`src/alarm_trim_pkg.sv`:
```
// Register indices, field positions and reset values for the alarm and offset trim registers
package alarm_trim_pkg;

  // Bus and field widths
  localparam int ADDR_W = 12;
  localparam int DATA_W = 32;
  localparam int TRIM_W = 12;
  localparam int TRIM_REG_W = 16;
  localparam int LANES = 8;
  localparam int TRIMS = 3;

  // Register indices; the byte address is four times the index
  localparam logic [9:0] IDX_ALARM_SUMMARY = 10'h2c0;
  localparam logic [9:0] IDX_ALARM_STATUS = 10'h2c1;
  localparam logic [9:0] IDX_ALARM_MASK = 10'h2c2;
  localparam logic [9:0] IDX_LANE_FIFO = 10'h2c4;
  localparam logic [9:0] IDX_TRIM0 = 10'h330;
  localparam logic [9:0] IDX_TRIM1 = 10'h332;
  localparam logic [9:0] IDX_TRIM2A = 10'h334;
  localparam logic [1:0] WORD_ALIGNED = 2'h0;

  // Reset values
  localparam logic [7:0] MASK_RESET = 8'h3f;
  localparam logic [7:0] STATUS_RESET = 8'h3f;
  localparam logic [7:0] LANE_FIFO_RESET = 8'hff;
  localparam logic [15:0] TRIM_RESET = 16'h0000;

  // Alarm status and mask bit positions
  localparam logic [7:0] ALARM_SRC_BITS = 8'h3d;
  localparam int BIT_FIFO = 5;
  localparam int BIT_PLL = 4;
  localparam int BIT_LINK = 3;
  localparam int BIT_REALIGN = 2;
  localparam int BIT_CLOCK = 0;

endpackage

```
`src/offset_trim_cell.sv`:
```
// One offset trim register with fuse default load and byte-masked write
`timescale 1ns/1ns
module offset_trim_cell (
  // Clock and reset
  input wire logic sys_clk,
  input wire logic resetn,
  // Fuse default
  input wire logic fuse_load,
  input wire logic [alarm_trim_pkg::TRIM_W-1:0] fuse_value,
  // Register write
  input wire logic wr_en,
  input wire logic [alarm_trim_pkg::TRIM_REG_W-1:0] wr_data,
  input wire logic [alarm_trim_pkg::TRIM_REG_W-1:0] wr_mask,
  // Stored value
  output logic [alarm_trim_pkg::TRIM_REG_W-1:0] trim_q
);

  logic [alarm_trim_pkg::TRIM_REG_W-1:0] trim_d;

  // Next value: fuse default, then software write
  always_comb
  begin
    trim_d = trim_q;
    if (fuse_load)
    begin
      trim_d = {trim_q[alarm_trim_pkg::TRIM_REG_W-1:alarm_trim_pkg::TRIM_W], fuse_value};
    end
    if (wr_en)
    begin
      trim_d = (trim_q & ~wr_mask) | (wr_data & wr_mask);
    end
  end

  // Trim storage
  always_ff @(posedge sys_clk)
  begin
    if (!resetn)
      trim_q <= alarm_trim_pkg::TRIM_RESET;
    else
      trim_q <= trim_d;
  end
endmodule

```
`src/alarm_mask_offset_trim_regs.sv`:
```
// Alarm mask, per-lane FIFO alarm and offset trim registers behind an APB slave
//
// Behaviour
// - Set mask bit blocks its flag from summary.
// - Alarm mask resets to 0x3f, all masked.
// - Lane FIFO error sets that lane's alarm bit.
// - Write one clears lane bit; persisting error resets.
// - Writing summary FIFO flag one clears lanes.
// - Lane FIFO alarm register resets to 0xff.
// - Core 0 trim, 12-bit unsigned, drives offset.
// - That setup calibrates spare cores in foreground.
// - Core 1 trim, 12 bits, drives offset.
// - Core 2 trim applies only sampling input A.
// - Trim defaults come from fuse memory.
// - Summary bit reads one on unmasked flag.
// - Lane error sets FIFO summary flag, W1C.
`timescale 1ns/1ns
module alarm_mask_offset_trim_regs (
  // Clock and reset
  input wire logic sys_clk,
  input wire logic resetn,
  // APB slave
  input wire logic psel,
  input wire logic penable,
  input wire logic pwrite,
  input wire logic [alarm_trim_pkg::ADDR_W-1:0] paddr,
  input wire logic [alarm_trim_pkg::DATA_W-1:0] pwdata,
  input wire logic [3:0] pstrb,
  output logic [alarm_trim_pkg::DATA_W-1:0] prdata,
  output logic pready,
  output logic pslverr,
  // Alarm sources
  input wire logic [alarm_trim_pkg::LANES-1:0] lane_fifo_error,
  input wire logic serdes_pll_unlock_flag,
  input wire logic link_state_flag,
  input wire logic clock_realign_flag,
  input wire logic divider_mismatch_flag,
  // Calibration state
  input wire logic offset_cal_busy,
  input wire logic background_cal_enable,
  input wire logic background_offset_cal_enable,
  input wire logic foreground_offset_cal_enable,
  input wire logic foreground_cal_complete,
  input wire logic core2_input_a_select,
  // Fuse defaults
  input wire logic [alarm_trim_pkg::TRIM_W-1:0] fuse_core0_trim,
  input wire logic [alarm_trim_pkg::TRIM_W-1:0] fuse_core1_trim,
  input wire logic [alarm_trim_pkg::TRIM_W-1:0] fuse_core2_input_a_trim,
  // Alarm and trim outputs
  output logic alarm_summary,
  output logic [alarm_trim_pkg::TRIM_W-1:0] core0_offset,
  output logic [alarm_trim_pkg::TRIM_W-1:0] core1_offset,
  output logic [alarm_trim_pkg::TRIM_W-1:0] core2_input_a_offset,
  output logic spare_core_fg_offset_cal
);

  // Register state
  logic [7:0] mask_q, mask_d;
  logic [7:0] status_q, status_d;
  logic [7:0] lane_q, lane_d;
  logic summary_q, summary_d;
  logic [alarm_trim_pkg::DATA_W-1:0] prdata_q, prdata_d;
  logic pready_q, pready_d;
  logic pslverr_q, pslverr_d;
  logic [alarm_trim_pkg::TRIM_W-1:0] core2a_q, core2a_d;
  logic spare_q, spare_d;
  logic fuse_done_q, fuse_done_d;

  // Decode and helper terms
  logic setup, commit, wr, aligned, mapped, refused, trim_locked, trim_any;
  logic hit_summary, hit_status, hit_mask, hit_lane;
  logic [alarm_trim_pkg::TRIMS-1:0] hit_trim;
  logic [7:0] wmask8, status_set, status_clr, lane_clr, rsv_bits;
  logic [alarm_trim_pkg::TRIM_REG_W-1:0] wmask16;
  logic unmasked_any;
  logic [alarm_trim_pkg::TRIM_W-1:0] fuse_value [alarm_trim_pkg::TRIMS];
  logic [alarm_trim_pkg::TRIM_REG_W-1:0] trim_q [alarm_trim_pkg::TRIMS];
  logic [alarm_trim_pkg::TRIMS-1:0] trim_wr;

  // Fuse defaults per trim entry
  assign fuse_value[0] = fuse_core0_trim;
  assign fuse_value[1] = fuse_core1_trim;
  assign fuse_value[2] = fuse_core2_input_a_trim;

  // Address decode
  always_comb
  begin
    aligned = paddr[1:0] == alarm_trim_pkg::WORD_ALIGNED;
    hit_summary = aligned && paddr[11:2] == alarm_trim_pkg::IDX_ALARM_SUMMARY;
    hit_status = aligned && paddr[11:2] == alarm_trim_pkg::IDX_ALARM_STATUS;
    hit_mask = aligned && paddr[11:2] == alarm_trim_pkg::IDX_ALARM_MASK;
    hit_lane = aligned && paddr[11:2] == alarm_trim_pkg::IDX_LANE_FIFO;
    hit_trim[0] = aligned && paddr[11:2] == alarm_trim_pkg::IDX_TRIM0;
    hit_trim[1] = aligned && paddr[11:2] == alarm_trim_pkg::IDX_TRIM1;
    hit_trim[2] = aligned && paddr[11:2] == alarm_trim_pkg::IDX_TRIM2A;
    trim_any = |hit_trim;
    mapped = hit_summary | hit_status | hit_mask | hit_lane | trim_any;
  end

  // Trim access guard while calibration owns the trims
  always_comb
  begin
    trim_locked = offset_cal_busy
      | (background_cal_enable & background_offset_cal_enable)
      | (foreground_offset_cal_enable & ~foreground_cal_complete)
      | ~fuse_done_q;
  end

  // APB handshake, read data and write strobes
  always_comb
  begin
    setup = psel & ~penable;
    commit = psel & penable & pready_q;
    refused = ~mapped | (trim_any & trim_locked);
    pready_d = setup;
    pslverr_d = setup & refused;
    prdata_d = '0;
    if (setup && !refused && !pwrite)
    begin
      if (hit_summary)
        prdata_d = 32'(summary_q);
      else if (hit_status)
        prdata_d = 32'(status_q);
      else if (hit_mask)
        prdata_d = 32'(mask_q);
      else if (hit_lane)
        prdata_d = 32'(lane_q);
      else if (hit_trim[0])
        prdata_d = 32'(trim_q[0]);
      else if (hit_trim[1])
        prdata_d = 32'(trim_q[1]);
      else
        prdata_d = 32'(trim_q[2]);
    end
    wr = commit & pwrite & ~pslverr_q;
    wmask8 = {8{pstrb[0]}};
    wmask16 = {{8{pstrb[1]}}, {8{pstrb[0]}}};
    trim_wr = wr ? hit_trim : '0;
  end

  // Alarm status, mask and lane flags; a set in the clearing cycle wins
  always_comb
  begin
    rsv_bits = ~alarm_trim_pkg::ALARM_SRC_BITS;
    mask_d = mask_q;
    if (wr && hit_mask)
    begin
      mask_d = (mask_q & ~wmask8) | (pwdata[7:0] & wmask8);
    end
    status_set = '0;
    status_set[alarm_trim_pkg::BIT_FIFO] = |lane_fifo_error;
    status_set[alarm_trim_pkg::BIT_PLL] = serdes_pll_unlock_flag;
    status_set[alarm_trim_pkg::BIT_LINK] = link_state_flag;
    status_set[alarm_trim_pkg::BIT_REALIGN] = clock_realign_flag;
    status_set[alarm_trim_pkg::BIT_CLOCK] = divider_mismatch_flag;
    status_clr = (wr && hit_status) ? (pwdata[7:0] & wmask8 & alarm_trim_pkg::ALARM_SRC_BITS) : '0;
    status_d = ((status_q & ~status_clr) | status_set) & alarm_trim_pkg::ALARM_SRC_BITS;
    if (wr && hit_status)
      status_d = status_d | (((status_q & ~wmask8) | (pwdata[7:0] & wmask8)) & rsv_bits);
    else
      status_d = status_d | (status_q & rsv_bits);
    lane_clr = (wr && hit_lane) ? (pwdata[7:0] & wmask8) : '0;
    if (status_clr[alarm_trim_pkg::BIT_FIFO])
      lane_clr = '1;
    lane_d = (lane_q & ~lane_clr) | lane_fifo_error;
  end

  // Summary alarm, core 2 gating, spare core calibration and fuse sequencing
  always_comb
  begin
    unmasked_any = |(status_q & ~mask_q & alarm_trim_pkg::ALARM_SRC_BITS);
    summary_d = unmasked_any;
    core2a_d = core2_input_a_select ? trim_q[2][alarm_trim_pkg::TRIM_W-1:0] : '0;
    spare_d = foreground_offset_cal_enable & background_cal_enable & ~background_offset_cal_enable;
    fuse_done_d = 1'b1;
  end

  // Register all state except the trims, which sit in the offset_trim_cell instances
  always_ff @(posedge sys_clk)
  begin
    if (!resetn)
    begin
      mask_q <= alarm_trim_pkg::MASK_RESET;
      status_q <= alarm_trim_pkg::STATUS_RESET;
      lane_q <= alarm_trim_pkg::LANE_FIFO_RESET;
      summary_q <= 1'b0;
      prdata_q <= '0;
      pready_q <= 1'b0;
      pslverr_q <= 1'b0;
      core2a_q <= '0;
      spare_q <= 1'b0;
      fuse_done_q <= 1'b0;
    end
    else
    begin
      mask_q <= mask_d;
      status_q <= status_d;
      lane_q <= lane_d;
      summary_q <= summary_d;
      prdata_q <= prdata_d;
      pready_q <= pready_d;
      pslverr_q <= pslverr_d;
      core2a_q <= core2a_d;
      spare_q <= spare_d;
      fuse_done_q <= fuse_done_d;
    end
  end

  // Trim registers, fuse loaded in the first cycle after reset
  for (genvar i = 0; i < alarm_trim_pkg::TRIMS; i++)
  begin : g_trim
    offset_trim_cell u_trim (
      .sys_clk(sys_clk),
      .resetn(resetn),
      .fuse_load(~fuse_done_q),
      .fuse_value(fuse_value[i]),
      .wr_en(trim_wr[i]),
      .wr_data(pwdata[alarm_trim_pkg::TRIM_REG_W-1:0]),
      .wr_mask(wmask16),
      .trim_q(trim_q[i])
    );
  end

  // Outputs straight from flops
  assign prdata = prdata_q;
  assign pready = pready_q;
  assign pslverr = pslverr_q;
  assign alarm_summary = summary_q;
  assign core0_offset = trim_q[0][alarm_trim_pkg::TRIM_W-1:0];
  assign core1_offset = trim_q[1][alarm_trim_pkg::TRIM_W-1:0];
  assign core2_input_a_offset = core2a_q;
  assign spare_core_fg_offset_cal = spare_q;
endmodule

```
`config.mk`:
```
export PLATFORM = sky130hd
export DESIGN_NAME = alarm_mask_offset_trim_regs
export DESIGN_NICKNAME = d
export VERILOG_FILES = /design/src/alarm_trim_pkg.sv /design/src/offset_trim_cell.sv /design/src/alarm_mask_offset_trim_regs.sv
export SDC_FILE = /design/constraint.sdc
export NUM_CORES = 1
export LEC_CHECK = 0
export ABC_AREA = 1
export CORE_ASPECT_RATIO = 0.7
export CORE_MARGIN = 2
export CORE_UTILIZATION = 44
export CTS_CLUSTER_DIAMETER = 40
export DETAILED_ROUTE_END_ITERATION = 8
export DONT_BUFFER_PORTS = 1
export GPL_TIMING_DRIVEN = 0
export PLACE_DENSITY_LB_ADDON = 0.1
export SLEW_MARGIN = 20
export SYNTH_ARGS = -nofsm -noshare
export SYNTH_HDL_FRONTEND = slang
export SYNTH_SLANG_ARGS = --single-unit
```
`constraint.sdc`:
```
create_clock -name sys_clk -period 2.1 [get_ports sys_clk]
set_input_delay 0.42 -clock sys_clk [delete_from_list [all_inputs] [get_ports sys_clk]]
set_output_delay 0.42 -clock sys_clk [all_outputs]
set_load 0.01 [all_outputs]
```
Word level (Yosys, flattened, before mapping)

Cells that the tools add are included.

Flip-flop bits (word level): 121
Input bits: 107
Output and inout bits: 72
Logic and storage cells: 121

Equal/unequal tests: 10
Muxes and demuxes: 18
Bitwise operators: 51
Reductions and logical operators: 23

Operators by type and width:

| kind                                                             | number |
|---|---|
| 16-bit 2-to-1 mux                                                | 5 |
| 10-bit equality test (second input constant)                     | 7 |
| 16-bit bitwise AND                                               | 4 |
| 8-bit 2-to-1 mux                                                 | 6 |
| 16-bit OR                                                        | 3 |
| 12-bit 2-to-1 mux                                                | 3 |
| 8-bit bitwise AND                                                | 4 |
| 8-bit OR                                                         | 3 |
| 16-bit NOT                                                       | 1 |
| 8-bit NOT                                                        | 2 |
| 6-bit by 8-bit OR with 8-bit output                              | 2 |
| 6-bit bitwise AND                                                | 2 |
| 1-bit logical AND                                                | 12 |
| 6-bit NOT                                                        | 2 |
| 1-bit bitwise AND                                                | 11 |
| 1-bit NOT                                                        | 8 |
| 1-bit OR                                                         | 8 |
| 8-bit OR reduction                                               | 1 |
| 7-bit OR reduction                                               | 1 |
| 6-bit 2-to-1 mux                                                 | 1 |
| 2-bit by 1-bit != test with 1-bit output (second input constant) | 3 |
| 6-bit OR                                                         | 1 |
| 3-bit OR reduction                                               | 2 |
| 6-bit OR reduction                                               | 1 |
| other kinds (6)                                                  | 9 |

Logic depth before layout (Yosys ltp)

Gate-level depths: netlist of the first run.

Word-level depth: 13
Mapped depth: 13
Mapped depth without buffers: 13

Cells and area by module

From an unflattened synthesis of the first run, not the netlist that was laid out.

Cells, all modules: 803
Area, all modules: 5751.8 um2

By module, submodules not included:

| module                      | times used | cells an instance | area each (um2) | seq. area each (um2) |
|---|---|---|---|---|
| alarm_mask_offset_trim_regs | 1          | 407               | 2947.8          | 1141.1 |
| offset_trim_cell            | 3          | 132               | 934.6           | 320.3 |

Worst setup path after synthesis of the first run

OpenSTA, ideal clock, no wires.

Path type: input to register
Start: input paddr[2] (netlist name)
End: register with a tool-made name
Setup time: 0.134 ns
Arrival time: 1.509 ns
Data required time: 1.966 ns
Path slack: 0.457 ns
Stages on the path: 11
Buffers on the path: 1
Cells stage by stage: inv_1 -> nand2_1 -> nor2_4 -> nand3_4 -> nor2_8 -> inv_4 -> nand2_1 -> o21ai_4 -> buf_6 -> nor2_1 -> a211oi_2

RTL lines:

| element            | RTL line                          | source |
|---|---|---|
| start: declaration | alarm_mask_offset_trim_regs.sv:26 | `input wire logic [alarm_trim_pkg::ADDR_W-1:0] paddr,` |

==> results of run 1 <==
-- cells in the mapped netlist (5+ instances only) --
cell / number / area share, %
buf_2: 7 / 0.67
o21ai_0: 85 / 8.1
nor2_1: 57 / 4.1
a21oi_1: 47 / 4.5
nand4_1: 10 / 1.2
dfxtp_1: 105 / 40
nand2_2: 8 / 0.95
buf_6: 5 / 1.1
or2_2: 5 / 0.60
clkbuf_1: 16 / 1.1
nand3_1: 30 / 2.9
o21ai_1: 5 / 0.48
inv_1: 66 / 4.7
inv_2: 6 / 0.43
o211ai_1: 22 / 3.1
nand2_1: 165 / 12
a31oi_1: 12 / 1.4
buf_4: 40 / 5.7
-- cell families (layout without fill, tap and decap cells) --
family,after synthesis,count (layout),synth area share [%]
simple gates,300,300,26.53
compound gates,180,180,19.30
buf+inv,143,158,14.03
flops,105,105,40.08
other cells,1,16,0.07150
-- layout make-up --
class,count,area [µm²],share of cell area (%)
multi-input combinational,496,2472,42.50
clock inverter,5,81.33,1.398
sequential,105,2102,36.14
tap,157,196.4,3.377
clock buffer,10,229.0,3.936
inverter,73,276.5,4.754
buffer,70,459.2,7.894
-- how the worst min path moves through the flow --
stage	end	slack, ps	depth (start not counted)
6_report	fuse_done_q	100	0
3_3_place_gp	g_trim[2].u_trim.trim_q[14]	440	2
5_1_grt	fuse_done_q	80	0
4_1_cts	fuse_done_q	90	0
3_5_place_dp	fuse_done_q	450	0
2_1_floorplan	core2_input_a_offset[0]	420	2
-- per-stage QoR --
| stage | hold WS, ps | cell area [µm²] | utilization (%) | cells | total power (W) |
|---|---|---|---|---|---|
| final | 96.20 | 5817 | 49.78 | 916 | 0.004295 |
| after global routing | 82.57 | 5817 | 49.78 | 916 | 0.004428 |
| after CTS | 85.91 | 5808 | 49.71 | 916 | 0.004298 |
| after detailed placement | 448.2 | 5498 | 47.05 | 901 | 0.002524 |
| after global placement | 441.8 | 5498 | 47.05 | 901 | 0.002518 |
| after floorplan | 418.4 | 5301 | - | 744 | 0.002416 |
-- cell usage in the layout (no fill, tap or decap), types with 2 or more instances in the layout --
master	instances
o21ai_1	5
dfxtp_1	105
clkbuf_16	9
conb_1	16
nor2_1	57
bufinv_16	2
nand3_4	3
buf_6	5
inv_2	6
nor2_2	3
o211ai_1	22
nand2_4	4
nand2_1	165
nor3_1	3
clkbuf_1	17
a21oi_1	47
nand4_1	10
nand3_1	30
nand2_2	8
a31oi_1	12
a211oi_1	3
buf_1	2
nor2_4	4
nor4_1	3
or2_2	5
buf_4	40
o21ai_0	85
inv_1	66
nor2_8	2
buf_2	7
-- layer usage --
layer	routed length, µm	vias up	global-route usage, %
met1	8138	2304	41.12
met3	2037	20	8.612
met5	0	-	0
met4	227	0	6.053
met2	7127	261	39.16
li1	-	2385	-
-- power groups by stage --
stage                     Sequential, W  Clock [W]  Combinational, W
final                           0.00210    0.00181          0.000393
after global routing            0.00210    0.00190          0.000433
after CTS                       0.00209    0.00182          0.000386
after detailed placement        0.00214          0          0.000383
after global placement          0.00214          0          0.000379
after floorplan                 0.00212          0          0.000294
==> results.py, run 1 <==
metrics = {
    "layout": {
        "layout-drive-gt1-share_pct": 14.36,
        "fin_nets": 862,
        "fill_cells": 1172,
        "antennaDiodeCount": 0,
        "area_growth_pct": 10.90,
    },
    "sta": {
        "rsz0062_at_grt": "false",
        "worst_slack_ps": 206.2,
        "worstMarginPinSlew_ps": 708.1,
        "slew_headroom_pct": 52.79,
        "finalSetupViolations": 0,
        "post-route-min-period_ps": 1894,
        "slew_violations": 0,
        "finalClockSkew_ps": 10.71,
        "fmax_mhz": 528.0,
        "post-route-period-util_pct": 90.18,
        "tns_ps": 0,
        "hold_viol_final": 0,
    },
    "clocking": {
        "cts_setup_buffers": 0,
        "clock_latency_ps": 350,
        "clkTransAtPathRegs_ps": 70,
        "clockBufferDepth": 2,
        "cts_inserted_buffers": 9,
        "cts_tree": "yes",
        "post_cts_resized": 0,
        "ctsHoldBuffers": 0,
        "cts-root-buf": "clkbuf_16",
        "clock-sinks": 105,
        "htreeDepth": 3,
    },
    "worst_setup_path": {
        "regToRegStartpoint": "pready",
        "crit_buf_inv": 2,
        "cp_top_family": "simple AND/OR/NAND/NOR gates",
        "worstSetupStartpointType": "flop",
        "worstSetupPathType": "reg -> reg",
        "cp-end-kind": "flop",
        "worstPathArrival_ps": 2170,
        "worst-path-stages": 9,
        "cp.required_ps": 2380,
        "worstPathMaxFanout": 10,
        "ff2ff_path_depth": 9,
        "critPathLaunch": "pready",
        "reg2reg_slack_ps": 210,
        "slowest_stage": "dfxtp_1",
        "critPathMaxStageDelay_ps": 390,
        "crit_path_cell_trace": "nand2_2 > nor2_4 > nand3_4 > nor2_8 > inv_2 > o21ai_2 > buf_6 > o21ai_1 > a21oi_1",
    },
    "synth": {
        "synth_ff_type": "dfxtp_1",
        "synth_edf_count": 0,
        "yosysSeqAreaShare_pct": 40.08,
        "yosysUniqueCellTypes": 38,
        "netlist_instances": 729,
        "ys_seq_elements": 105,
        "avgSynthCellArea_um2": 7.195,
        "synth_area_mm2": 0.005245,
        "ys_warn_count": 0,
        "synthArstFlopShare_pct": 0,
    },
    "power": {
        "p_sw_share_pct": 24.83,
        "ir_drop_uv": 413.4,
        "p_int_w": 0.003229,
        "combPwrFrac_pct": 9.2,
        "power.share.sequential_pct": 48.8,
        "power-per-cell-area_mw_per_mm2": 738.5,
        "p_leak_nw": 2.597,
        "power.share.clock_pct": 42.1,
        "switchingPower_w": 0.001067,
    },
    "detailed_routing": {
        "drtPass1Iterations": 5,
        "num_vias": 4970,
        "ant_nets": 0,
        "drt_drc_violations_left": 0,
        "routed_via_density": 5.426,
        "drtIter0Drc": 569,
        "post_drt_wl_per_cell_um": 19.14,
        "wl_um": 17530,
    },
    "global_route": {
        "grt_max_degree": 17,
        "grt_use_total_pct": 27.75,
        "gr-total-overflow": 0,
        "grt_pass1_vias": 4641,
        "grt_first_pass_wirelength_um": 26660,
        "antenna_found_initial": 0,
    },
    "worst_hold_path": {
        "hp-class": "in -> reg",
        "hold_start": "resetn",
    },
    "outcome": {
        "outcome": "finished clean",
    },
    "floorplanning": {
        "rows": 33,
        "pin_count": 179,
        "die_w_um": 134.5,
        "die_area_mm2": 0.01282,
        "start_util_pct": 44.89,
        "die_y_um": 95.35,
        "core_area_mm2": 0.01169,
    },
    "job": {
        "maxCapViolCount": 0,
    },
    "place": {
        "place_congestion": 0.9902,
        "place_ws_ps": -13.61,
        "place_hpwl_um": 13700,
        "port_buffers": 0,
    },
}
No activity file was read; power rests on OpenSTA's default activity.
==> run 2, diff against run 1 <==
Settings changed: CELL_PAD_IN_SITES_DETAIL_PLACEMENT set to 2, CELL_PAD_IN_SITES_GLOBAL_PLACEMENT set to 2, CORE_UTILIZATION 44 to 34.
==> run 2 against run 1 <==
Effect of this change: combinational power increased by 5.6%; maximum frequency decreased by 3.6%; clock power increased by 6%; clock skew decreased by 2.1 ps; sequential share of layout area decreased by 0.44 points; largest power group unchanged.
==> results.py, run 2 (synthesized netlist as in run 1, its figures left out) <==
metrics = {
    "power": {
        "p_leak_nw": 2.607,
        "power-per-cell-area_mw_per_mm2": 750.5,
        "ir_drop_uv": 331.8,
        "finalPower_w": 0.004419,
    },
    "floorplanning": {
        "die_w_um": 152.5,
        "die_y_um": 107.9,
        "start_util_pct": 35.19,
        "core_area_mm2": 0.01491,
        "pin_count": 179,
        "die_area_mm2": 0.01645,
        "rows": 37,
    },
    "worst_setup_path": {
        "worstSetupPathType": "reg -> reg",
        "worstPathArrival_ps": 2170,
        "worstSetupStartpointType": "flop",
        "cp-end-kind": "flop",
        "cp.required_ps": 2300,
        "worstPathMaxFanout": 10,
    },
    "sta": {
        "slew_headroom_pct": 48.18,
        "rsz0062_at_grt": "true",
        "worst_slack_ps": 135.5,
        "tns_ps": 0,
        "slew_violations": 0,
        "finalClockSkew_ps": 8.633,
        "finalSetupViolations": 0,
        "hold_viol_final": 0,
        "worstMarginPinSlew_ps": 771.5,
        "post-route-min-period_ps": 1965,
        "fmax_mhz": 509.0,
        "post-route-period-util_pct": 93.55,
    },
    "clocking": {
        "cts-root-buf": "clkbuf_16",
        "cts_inserted_buffers": 9,
        "clkTransAtPathRegs_ps": 80,
        "clock-sinks": 105,
        "clock_latency_ps": 350,
        "htreeDepth": 3,
        "ctsHoldBuffers": 0,
        "cts_tree": "yes",
        "clockBufferDepth": 2,
    },
    "place": {
        "port_buffers": 0,
        "place_hpwl_um": 17000,
        "place_congestion": 0.8836,
        "place_ws_ps": -173.8,
        "dp_cells": 939,
        "place_area_mm2": 0.005554,
    },
    "detailed_routing": {
        "drtPass1Iterations": 4,
        "drt_drc_violations_left": 0,
        "num_vias": 5143,
        "wl_met1_um": 10690,
        "top_layer_used": "met4",
        "wl_met3_um": 1375,
        "ant_nets": 0,
        "wl_um": 21810,
        "post_drt_wl_per_cell_um": 22.81,
        "drtIter0Drc": 313,
        "met2_length_um": 9505,
        "routed_via_density": 5.380,
    },
    "layout": {
        "area_growth_pct": 12.26,
        "final_common_cell": "nand2_1",
        "fin_nets": 862,
        "fill_cells": 1768,
        "instances_no_fill": 956,
        "layout_common_cells": "164 x nand2_1, 105 x dfxtp_1, 85 x o21ai_0",
        "design_area_mm2": 0.005888,
        "layout-drive-gt1-share_pct": 14.74,
    },
    "job": {
        "maxCapViolCount": 0,
    },
    "global_route": {
        "grt_max_degree": 18,
        "grt_use_total_pct": 26.61,
        "gr-total-overflow": 0,
        "antenna_found_initial": 1,
        "grt_pass1_vias": 5562,
        "grt_first_pass_wirelength_um": 33280,
    },
    "outcome": {
        "outcome": "finished clean",
    },
    "worst_hold_path": {
        "hp-class": "in -> reg",
    },
}
[run 2: area by class of cell]
class	count	area (µm²)	share of cell area, %
Tap cell	195	244.0	4.144
Antenna cell	1	2.502	0.04250
Clock buffer	10	239.0	4.059
Multi-Input combinational cell	496	2475	42.03
Sequential cell	105	2102	35.70
Inverter	73	276.5	4.696
Clock inverter	6	90.09	1.530
Buffer	70	459.2	7.799
[run 2: path summary, 6_finish.rpt]
path | depth (start not counted) | startpoint | endpoint | slack (ps)
max | 10 | pready | flop | 140
min | 0 | resetn | fuse_done_q | 90
max reg2reg | 10 | pready | flop | 140
min reg2reg | 2 | g_trim[0].u_trim.trim_q[14] | g_trim[0].u_trim.trim_q[14] | 470
[run 2: worst max-delay path: stages, from the launching register on]
cell	delay [ps]
dfxtp_1	400
nand2_2	80
nor2_4	100
nand3_4	220
nor2_8	230
inv_4	100
nand2_1	160
o21ai_4	130
buf_6	170
nor2_1	140
a211oi_2	50
[run 2: timing repair]
item	in CTS	in global routing
resized for setup	0	1
setup endpoints to repair	0	2
setup buffers	0	0
[run 2: per-layer routing]
| metal | global-route usage, % | vias up |
|---|---|---|
| li1 | - | 2396 |
| met1 | 37.81 | 2554 |
| met2 | 41.92 | 174 |
| met3 | 5.837 | 19 |
| met4 | 5.291 | 0 |
| met5 | 0 | - |
[run 2: metrics by stage]
step           hold slack [ps]  util, %
2_1_floorplan            418.4        -
3_5_place_dp             448.7    37.26
6_report                 93.24    39.50
4_1_cts                  80.60    39.47
3_3_place_gp             440.6    37.20
5_1_grt                  72.40    39.48
[run 2: power by group]
group | switching [W] | internal, W | total [W]
sequential | 0.0000519 | 0.00205 | 0.00210
combinational | 0.000273 | 0.000142 | 0.000415
clock | 0.000821 | 0.00108 | 0.00191
